`src/paging_pkg.sv`:
```
// Package: shared constants and types for the data space paging arbiter.
// Assumes a single system clock domain and an AXI4-Lite register slave.
package paging_pkg;
    localparam int unsigned ADDR_W     = 16;
    localparam int unsigned PAGE_W     = 10;
    localparam int unsigned EXT_W      = 24;
    localparam int unsigned DATA_W     = 16;
    localparam int unsigned LOW_W      = 15;
    localparam int unsigned NUM_MASTER = 3;
    localparam int unsigned UPPER_BIT  = 15;

    // Register byte offsets
    localparam logic [7:0] OFF_READ_PAGE  = 8'h00;
    localparam logic [7:0] OFF_WRITE_PAGE = 8'h04;
    localparam logic [7:0] OFF_PRIORITY   = 8'h08;
    localparam logic [7:0] OFF_STATUS     = 8'h0c;
    localparam logic [7:0] OFF_MASK       = 8'h10;
    localparam logic [7:0] OFF_GRANT      = 8'h14;

    // Reset values and encodings
    localparam logic [PAGE_W-1:0] PAGE_RESET = 10'h001;
    localparam logic [PAGE_W-1:0] PAGE_ZERO  = 10'h000;
    localparam logic [15:0]       PRIO_DEFAULT = 16'h0000;
    localparam logic [15:0]       PRIO_DMA_UP  = 16'h0020;

    // Master indices
    localparam int unsigned M_CPU = 0;
    localparam int unsigned M_DMA = 1;
    localparam int unsigned M_DBG = 2;

    // Status bit positions
    localparam int unsigned ST_TRAP    = 0;
    localparam int unsigned ST_CONTEND = 1;
    localparam int unsigned ST_W       = 2;

    typedef struct packed {
        logic              req;
        logic              we;
        logic [ADDR_W-1:0] effective_addr;
        logic [DATA_W-1:0] wdata;
    } master_req_s;

    typedef struct packed {
        logic              req;
        logic              we;
        logic [EXT_W-1:0]  addr;
        logic [DATA_W-1:0] wdata;
    } mem_req_s;
endpackage

```
`src/page_translate.sv`:
```
// Page translation of one base data address into the extended window.
// Assumes page selectors come from registers on the same clock.
`timescale 1ns/10ps
module page_translate
    import paging_pkg::*;
(
    input  wire logic [ADDR_W-1:0] effective_addr_i,
    input  wire logic              we_i,
    input  wire logic [PAGE_W-1:0] read_page_select_i,
    input  wire logic [PAGE_W-1:0] write_page_select_i,
    output logic      [EXT_W-1:0]  ext_addr_o,
    output logic                   addr_error_o
);
    logic              upper;
    logic [PAGE_W-1:0] page;

    // Page choice and address formation
    assign upper = effective_addr_i[UPPER_BIT];
    assign page  = we_i ? write_page_select_i : read_page_select_i;  // [RULE13]
    // Only the page bits that fit the extended address are used; higher pages alias
    assign ext_addr_o = upper
        ? {page[EXT_W-LOW_W-1:0], effective_addr_i[LOW_W-1:0]}               // [RULE6] [RULE7]
        : {{(EXT_W-LOW_W){1'b0}}, effective_addr_i[LOW_W-1:0]};              // [RULE1]
    // Trap on any page that would land on page zero, aliases included
    assign addr_error_o = upper && (page[EXT_W-LOW_W-1:0] == '0);             // [RULE2] [RULE4]
endmodule

```
`src/data_space_paging_arbiter.sv`:
```
// Data memory access unit: page translation plus three-master arbiter.
// Assumes masters hold requests until granted; memory answers in one cycle.
// Operation
// [RULE1] Lower-half base addresses go straight to page zero regardless of selectors.
// [RULE2] Upper-half addresses never reach page zero when the selector is zero.
// [RULE3] Reset loads both read and write page selectors with one.
// [RULE4] Upper-half access with a zero selector raises an address error trap.
// [RULE5] Software writes of zero to a page selector are ignored.
// [RULE6] Nonzero pages are reached only through upper-half addresses plus the selector.
// [RULE7] Extended address equals page times 32 KB plus low fifteen bits; the code keeps only nine page bits, so pages above 511 alias.
// [RULE8] Arbiter resolves accesses from core, DMA and debug masters.
// [RULE9] Coincident requests grant only the top master; others stall.
// [RULE10] Default order: core highest, DMA next, debug lowest.
// [RULE11] Priority zero gives default; 0x0020 puts DMA above core.
// [RULE12] Masters above and below the core keep their relative order.
// [RULE13] Reads use the read selector, writes use the write selector.
`timescale 1ns/10ps
module data_space_paging_arbiter
    import paging_pkg::*;
(
    input  wire logic                    sys_clk_i,
    input  wire logic                    reset_i,
    input  wire paging_pkg::master_req_s cpu_req_i,
    input  wire paging_pkg::master_req_s dma_req_i,
    input  wire paging_pkg::master_req_s dbg_req_i,
    output logic [2:0]                   grant_o,
    output logic [2:0]                   stall_o,
    output paging_pkg::mem_req_s         mem_req_o,
    output logic                         addr_error_trap_o,
    output logic                         irq_o,
    input  wire logic [7:0]              s_axi_awaddr,
    input  wire logic                    s_axi_awvalid,
    output logic                         s_axi_awready,
    input  wire logic [31:0]             s_axi_wdata,
    input  wire logic [3:0]              s_axi_wstrb,
    input  wire logic                    s_axi_wvalid,
    output logic                         s_axi_wready,
    output logic [1:0]                   s_axi_bresp,
    output logic                         s_axi_bvalid,
    input  wire logic                    s_axi_bready,
    input  wire logic [7:0]              s_axi_araddr,
    input  wire logic                    s_axi_arvalid,
    output logic                         s_axi_arready,
    output logic [31:0]                  s_axi_rdata,
    output logic [1:0]                   s_axi_rresp,
    output logic                         s_axi_rvalid,
    input  wire logic                    s_axi_rready
);
    import paging_pkg::*;

    localparam logic [1:0] RESP_OK  = 2'b00;
    localparam logic [1:0] RESP_ERR = 2'b10;

    // Registers
    logic [PAGE_W-1:0] read_page_q;
    logic [PAGE_W-1:0] write_page_q;
    logic [15:0]       prio_q;
    logic [ST_W-1:0]   status_q;
    logic [ST_W-1:0]   mask_q;
    logic [2:0]        grant_q;
    mem_req_s          mem_q;
    logic              trap_q;

    // AXI state
    logic              aw_held_q;
    logic [7:0]        aw_addr_q;
    logic              w_held_q;
    logic [31:0]       w_data_q;
    logic [3:0]        w_strb_q;
    logic              bvalid_q;
    logic [1:0]        bresp_q;
    logic              rvalid_q;
    logic [31:0]       rdata_q;
    logic [1:0]        rresp_q;

    // Maps a byte offset to a legal register flag
    function automatic logic is_mapped(input logic [7:0] off);
        is_mapped = (off == OFF_READ_PAGE) || (off == OFF_WRITE_PAGE) || (off == OFF_PRIORITY)
                 || (off == OFF_STATUS) || (off == OFF_MASK) || (off == OFF_GRANT);
    endfunction

    // Applies byte strobes to the low half word
    function automatic logic [15:0] merge16(input logic [15:0] old, input logic [31:0] d,
                                             input logic [3:0] s);
        merge16 = {s[1] ? d[15:8] : old[15:8], s[0] ? d[7:0] : old[7:0]};
    endfunction

    // Request bundle as an array
    master_req_s req_a [NUM_MASTER];
    assign req_a[M_CPU] = cpu_req_i;
    assign req_a[M_DMA] = dma_req_i;
    assign req_a[M_DBG] = dbg_req_i;

    logic [2:0] req_vec;
    assign req_vec = {dbg_req_i.req, dma_req_i.req, cpu_req_i.req};  // [RULE8]

    // Priority selection: DMA raised only for the one allowed value
    logic       dma_raised;
    logic [2:0] grant_d;
    assign dma_raised = (prio_q == PRIO_DMA_UP);                      // [RULE11]
    always_comb begin
        grant_d = 3'b000;
        if (dma_raised && req_vec[M_DMA]) begin                       // [RULE12]
            grant_d[M_DMA] = 1'b1;
        end else if (req_vec[M_CPU]) begin                            // [RULE10]
            grant_d[M_CPU] = 1'b1;
        end else if (req_vec[M_DMA]) begin
            grant_d[M_DMA] = 1'b1;
        end else if (req_vec[M_DBG]) begin
            grant_d[M_DBG] = 1'b1;
        end
    end

    // Winner bundle
    master_req_s win;
    assign win = grant_d[M_DMA] ? req_a[M_DMA] : (grant_d[M_DBG] ? req_a[M_DBG] : req_a[M_CPU]);

    // Translation of the winning address
    logic [EXT_W-1:0] ext_addr;
    logic             addr_err;
    page_translate u_translate (
        .effective_addr_i    (win.effective_addr),
        .we_i                (win.we),
        .read_page_select_i  (read_page_q),
        .write_page_select_i (write_page_q),
        .ext_addr_o          (ext_addr),
        .addr_error_o        (addr_err)
    );

    logic any_grant;
    logic contend;
    assign any_grant = |grant_d;
    assign contend   = (req_vec != 3'b000) && ((req_vec & (req_vec - 3'b001)) != 3'b000);

    // Grant and memory request; losers stall this cycle
    assign grant_o           = grant_d;                               // [RULE9]
    assign stall_o           = req_vec & ~grant_d;                    // [RULE9]
    assign mem_req_o         = mem_q;
    assign addr_error_trap_o = trap_q;

    // Memory request register, blocked on address error
    always_ff @(posedge sys_clk_i) begin
        if (reset_i) begin
            mem_q   <= '0;
            trap_q  <= 1'b0;
            grant_q <= 3'b000;
        end else begin
            mem_q.req   <= any_grant && !addr_err;                    // [RULE4]
            mem_q.we    <= win.we;
            mem_q.addr  <= ext_addr;                                  // [RULE7]
            mem_q.wdata <= win.wdata;
            trap_q      <= any_grant && addr_err;                     // [RULE4]
            if (any_grant) begin
                grant_q <= grant_d;
            end
        end
    end

    // AXI write channel decode
    logic        aw_take;
    logic        w_take;
    logic        wr_go;
    logic [7:0]  wr_addr;
    logic [31:0] wr_data;
    logic [3:0]  wr_strb;
    logic        wr_ok;
    assign s_axi_awready = !aw_held_q && !bvalid_q;
    assign s_axi_wready  = !w_held_q && !bvalid_q;
    assign aw_take = s_axi_awvalid && s_axi_awready;
    assign w_take  = s_axi_wvalid && s_axi_wready;
    assign wr_go   = (aw_held_q || aw_take) && (w_held_q || w_take);
    assign wr_addr = aw_held_q ? aw_addr_q : s_axi_awaddr;
    assign wr_data = w_held_q ? w_data_q : s_axi_wdata;
    assign wr_strb = w_held_q ? w_strb_q : s_axi_wstrb;
    assign wr_ok   = is_mapped(wr_addr);

    logic [15:0] wr_half;
    logic [15:0] rp_new;
    logic [15:0] wp_new;
    assign wr_half = merge16(16'h0000, wr_data, wr_strb);
    assign rp_new  = merge16({6'h00, read_page_q}, wr_data, wr_strb);
    assign wp_new  = merge16({6'h00, write_page_q}, wr_data, wr_strb);

    // Write handshake tracking
    always_ff @(posedge sys_clk_i) begin
        if (reset_i) begin
            aw_held_q <= 1'b0;
            aw_addr_q <= 8'h00;
            w_held_q  <= 1'b0;
            w_data_q  <= 32'h0000_0000;
            w_strb_q  <= 4'h0;
            bvalid_q  <= 1'b0;
            bresp_q   <= RESP_OK;
        end else begin
            if (wr_go) begin
                aw_held_q <= 1'b0;
                w_held_q  <= 1'b0;
                bvalid_q  <= 1'b1;
                bresp_q   <= wr_ok ? RESP_OK : RESP_ERR;
            end else begin
                if (aw_take) begin
                    aw_held_q <= 1'b1;
                    aw_addr_q <= s_axi_awaddr;
                end
                if (w_take) begin
                    w_held_q <= 1'b1;
                    w_data_q <= s_axi_wdata;
                    w_strb_q <= s_axi_wstrb;
                end
                if (bvalid_q && s_axi_bready) begin
                    bvalid_q <= 1'b0;
                end
            end
        end
    end

    // Software register updates
    logic [ST_W-1:0] events;
    logic [ST_W-1:0] clr;
    assign events = {contend, any_grant && addr_err};
    assign clr    = (wr_go && wr_addr == OFF_STATUS) ? wr_data[ST_W-1:0] & {ST_W{wr_strb[0]}} : '0;

    always_ff @(posedge sys_clk_i) begin
        if (reset_i) begin
            read_page_q  <= PAGE_RESET;                               // [RULE3]
            write_page_q <= PAGE_RESET;                               // [RULE3]
            prio_q       <= PRIO_DEFAULT;                             // [RULE10]
            status_q     <= '0;
            mask_q       <= '0;
        end else begin
            if (wr_go && wr_addr == OFF_READ_PAGE && rp_new[PAGE_W-1:0] != PAGE_ZERO) begin
                read_page_q <= rp_new[PAGE_W-1:0];                    // [RULE5]
            end
            if (wr_go && wr_addr == OFF_WRITE_PAGE && wp_new[PAGE_W-1:0] != PAGE_ZERO) begin
                write_page_q <= wp_new[PAGE_W-1:0];                   // [RULE5]
            end
            if (wr_go && wr_addr == OFF_PRIORITY) begin
                prio_q <= merge16(prio_q, wr_data, wr_strb);          // [RULE11]
            end
            if (wr_go && wr_addr == OFF_MASK) begin
                mask_q <= wr_half[ST_W-1:0];
            end
            status_q <= (status_q & ~clr) | events;                   // Set beats clear
        end
    end

    assign irq_o         = |(status_q & mask_q);
    assign s_axi_bvalid  = bvalid_q;
    assign s_axi_bresp   = bresp_q;

    // Read channel
    logic [31:0] rd_mux;
    assign s_axi_arready = !rvalid_q;
    assign rd_mux =
        (s_axi_araddr == OFF_READ_PAGE)  ? {22'h000000, read_page_q} :
        (s_axi_araddr == OFF_WRITE_PAGE) ? {22'h000000, write_page_q} :
        (s_axi_araddr == OFF_PRIORITY)   ? {16'h0000, prio_q} :
        (s_axi_araddr == OFF_STATUS)     ? {30'h00000000, status_q} :
        (s_axi_araddr == OFF_MASK)       ? {30'h00000000, mask_q} :
        (s_axi_araddr == OFF_GRANT)      ? {29'h00000000, grant_q} : 32'h0000_0000;

    always_ff @(posedge sys_clk_i) begin
        if (reset_i) begin
            rvalid_q <= 1'b0;
            rdata_q  <= 32'h0000_0000;
            rresp_q  <= RESP_OK;
        end else if (s_axi_arvalid && s_axi_arready) begin
            rvalid_q <= 1'b1;
            rdata_q  <= rd_mux;
            rresp_q  <= is_mapped(s_axi_araddr) ? RESP_OK : RESP_ERR;
        end else if (rvalid_q && s_axi_rready) begin
            rvalid_q <= 1'b0;
        end
    end

    assign s_axi_rvalid = rvalid_q;
    assign s_axi_rdata  = rdata_q;
    assign s_axi_rresp  = rresp_q;
endmodule

```
`config.mk`:
```
export PLATFORM = sky130hd
export DESIGN_NAME = data_space_paging_arbiter
export DESIGN_NICKNAME = d
export VERILOG_FILES = /design/src/paging_pkg.sv /design/src/page_translate.sv /design/src/data_space_paging_arbiter.sv
export SDC_FILE = /design/constraint.sdc
export NUM_CORES = 1
export LEC_CHECK = 0
export BUFFER_PORTS_ARGS = -buffer_cell sky130_fd_sc_hd__clkbuf_2
export CAP_MARGIN = 20
export CORE_ASPECT_RATIO = 1.75
export CORE_UTILIZATION = 53
export CTS_CLUSTER_DIAMETER = 40
export DETAILED_ROUTE_END_ITERATION = 10
export PLACE_DENSITY_LB_ADDON = 0.1
export RECOVER_POWER = 25
export SLEW_MARGIN = 20
export SYNTH_ARGS = -nofsm -noshare
export SYNTH_HDL_FRONTEND = slang
export SYNTH_SLANG_ARGS = --single-unit
```
`constraint.sdc`:
```
create_clock -name sys_clk_i -period 3.96 [get_ports sys_clk_i]
set_clock_uncertainty 0.1 [all_clocks]
set_input_delay 0.99 -clock sys_clk_i [delete_from_list [all_inputs] [get_ports sys_clk_i]]
set_output_delay 0.99 -clock sys_clk_i [all_outputs]
set_load 0.1 [all_outputs]
```
==> run summary <==
status - complete, but fails checks
failing checks - design-rule violations, max-capacitance violations, max-slew violations
GPL Wtd Cong - 0.892
most common flop cell mapped by yosys - dfxtp_1
final setup fails - 0
sequential area share after synthesis - 42.6%
Hold Path Class - flop to flop
Final Hold Fails - 0
Setup crit start kind - input port
Initial Utilization - 54.4%
Detailed Route Iter0 Violations - 294
antenna violations before repair - 0
postcts setup bufs - 0
Synth cell types - 59
Peak VDD IR - 419 uV
Ys Warns - 0
root buf cell - clkbuf_16
Crit Path Class - input port to output pin
CTS tree - done
die width - 84.4 um
cells along the critical path - clkbuf_2, nor4b_1, and3b_1, a21oi_4, and2_2, clkbuf_2
Vias - 5864
hpwl dp - 13.2 mm
area grow syn2layout - 26.9%
core region area - 11600 um2
vias in the first global route - 5794
Layout Nets - 1068
max frequency - 0.280 GHz
GRT Residual Overflow - 0
Setup crit end kind - output pin
multi-input gate area in the final layout - 3290 um2
Fillers - 980
drt total wl - 17.5 mm
Clock Latency Late Sink - 0.42 ns
CTS sink cnt - 134
Max Cap Violations - 1
Total Neg Setup Slack - 0 ns
CTS max path bufs - 2
Leak - 3.73 nW
IO Count - 252
Total GRT Usage - 28.5%
Detail Route Antenna Nets - 0
RSZ-0062 raised after global routing - false
post-layout min period - 3.57 ns
Netlist Area Pre-Place - 6300 um2
clk slew on worst S/H paths - 0.06 ns
CP arrival - 2.48 ns
DRC - 26
drt via density - 5.56
CP max-delay cell - nor4b_1
CP most frequent cell - clkbuf_2
delay of the slowest critical-path stage - 0.37 ns
Final Max Slew Viols - 89
DIE AREA - 12300 um2
drt pass-1 iters - 8
largest net degree at the start of global routing - 89
delay-heaviest family, CP - simple AND/OR/NAND/NOR gates
share of flip-flops with an asynchronous set or reset - 0%
first-pass GRT wire length - 27.4 mm
I/O Buffers - 215
number of gates resized after CTS - 0
Critical Path Fanout Max - 10
register area - 2680 um2
H-tree depth - 4
Num CTS Buffers - 17
Inst Count DP - 1023
routed len/inst - 16.6 um
Power Density - 486 nW/um2
Mapped Cells - 714
row count - 52
chip height - 146 um
number of synthesized flops with an enable pin - 0
Inserted Diodes - 0
CP bufs+invs - 2
final worst-path cycle share - 90.1%
fin cells - 1055
Post-CTS Hold Buffers - 0
Worst EP required - 2.87 ns
Worst-Margin Slew - 1.73 ns
worst rel slew slack - -15.6%
Avg Inst Size Synth - 8.82 um2
Yosys reg bits - 134
ratio of cells with drive above 1 in the final layout - 28.7%
[layer usage]
metal / wire length (um) / GRT usage (%) / vias to the layer above
li1: - / - / 2890
met1: 6230 / 28.2 / 2638
met4: 745 / 17.1 / 0
met5: 0 / 0 / -
met2: 9330 / 53.9 / 281
met3: 1150 / 5.60 / 55
[final timing paths]
check / start / to / slack, ns / depth (start not counted)
max: dma_req_i[33] / stall_o[1] / 0.39 / 6
max reg2reg: w_held_q / read_page_q[2] / 1.07 / 8
min reg2reg: s_axi_rdata[13] / s_axi_rdata[13] / 0.35 / 2
min: s_axi_rdata[13] / s_axi_rdata[13] / 0.35 / 2
[synth_stat cells, types with 5 or more instances]
library cell	n	share of area (%)
mux2i_1	98	16
dfxtp_1	134	43
nor3_1	17	1.4
mux2_2	7	1.3
a21oi_1	29	2.3
buf_2	13	1.0
nor2_1	142	8.5
buf_1	5	0.30
inv_1	14	0.83
a311oi_1	5	0.70
nor4_1	7	0.70
nand2_1	33	2.0
buf_4	21	2.5
clkbuf_1	30	1.8
nand3_1	12	0.95
o21ai_0	12	0.95
nand2b_1	6	0.60
a211oi_1	59	7.0
[layout make-up]
class                   count  share of cell area, %
multi-input cells         513                   41.2
flip-flops and latches    134                   33.6
repair buffers            227                   14.7
clock buffers              17                   5.32
clock inverters            15                   2.40
well taps                 135                   2.11
inverters                  14                  0.658
[sequential cells by signal (all words and copies together), names as in the netlist, 2 cells and up]
| name | cells |
|---|---|
| s_axi_rdata | 16 |
| read_page_q | 10 |
| grant_q | 3 |
| mask_q | 2 |
| prio_q | 16 |
| status_q | 2 |
| w_data_q | 16 |
| write_page_q | 10 |
| aw_addr_q | 8 |
| mem_req_o | 42 |
| w_strb_q | 2 |
[tightest hold or removal path, delay by kind of cell (launching register included)]
family / cells / cell delay, ns
DFF: 1 / 0.30
and+or+nand+nor: 1 / 0.05
AOI/OAI and AO/OA: 1 / 0.05
[report_power, final]
part	total (mW)	switching, mW	internal (mW)
sequential	1.44	0.0311	1.40
combinational	0.809	0.616	0.193
clock	1.64	0.632	1.01
total	3.88	1.28	2.60
[through the flow]
stage | setup WS [ns] | total power [mW] | util (%) | hold slack (ns) | instance area, um2
after detailed placement | 0.404 | 2.27 | 63.9 | 0.345 | 7400
after global routing | 0.286 | 4.01 | 69.0 | 0.380 | 7990
after global placement | 0.493 | 2.26 | 63.9 | 0.343 | 7400
final | 0.390 | 3.88 | 69.0 | 0.351 | 7990
after CTS | 0.405 | 3.91 | 69.2 | 0.352 | 8010
after floorplan | 0.101 | 2.11 | - | 0.361 | 6390
[logic make-up after synthesis]
logic type | share of synthesized area, %
and+or+nand+nor | 17.9
muxes | 17.3
buffers and inverters | 6.64
other | 0.0596
DFF | 42.6
AOI/OAI and AO/OA | 15.5
[cells in the final DEF (no fill, tap or decap), drive strengths merged, types with 13 or more instances in the layout]
master and n:
inv 21, a21oi 31, dfxtp 134, o21ai 13, buf 13, nor3 17
nor2 143, clkbuf 231, nand2 33, a211oi 60, mux2i 99, conb 18
(Power assumes the default switching activity.)
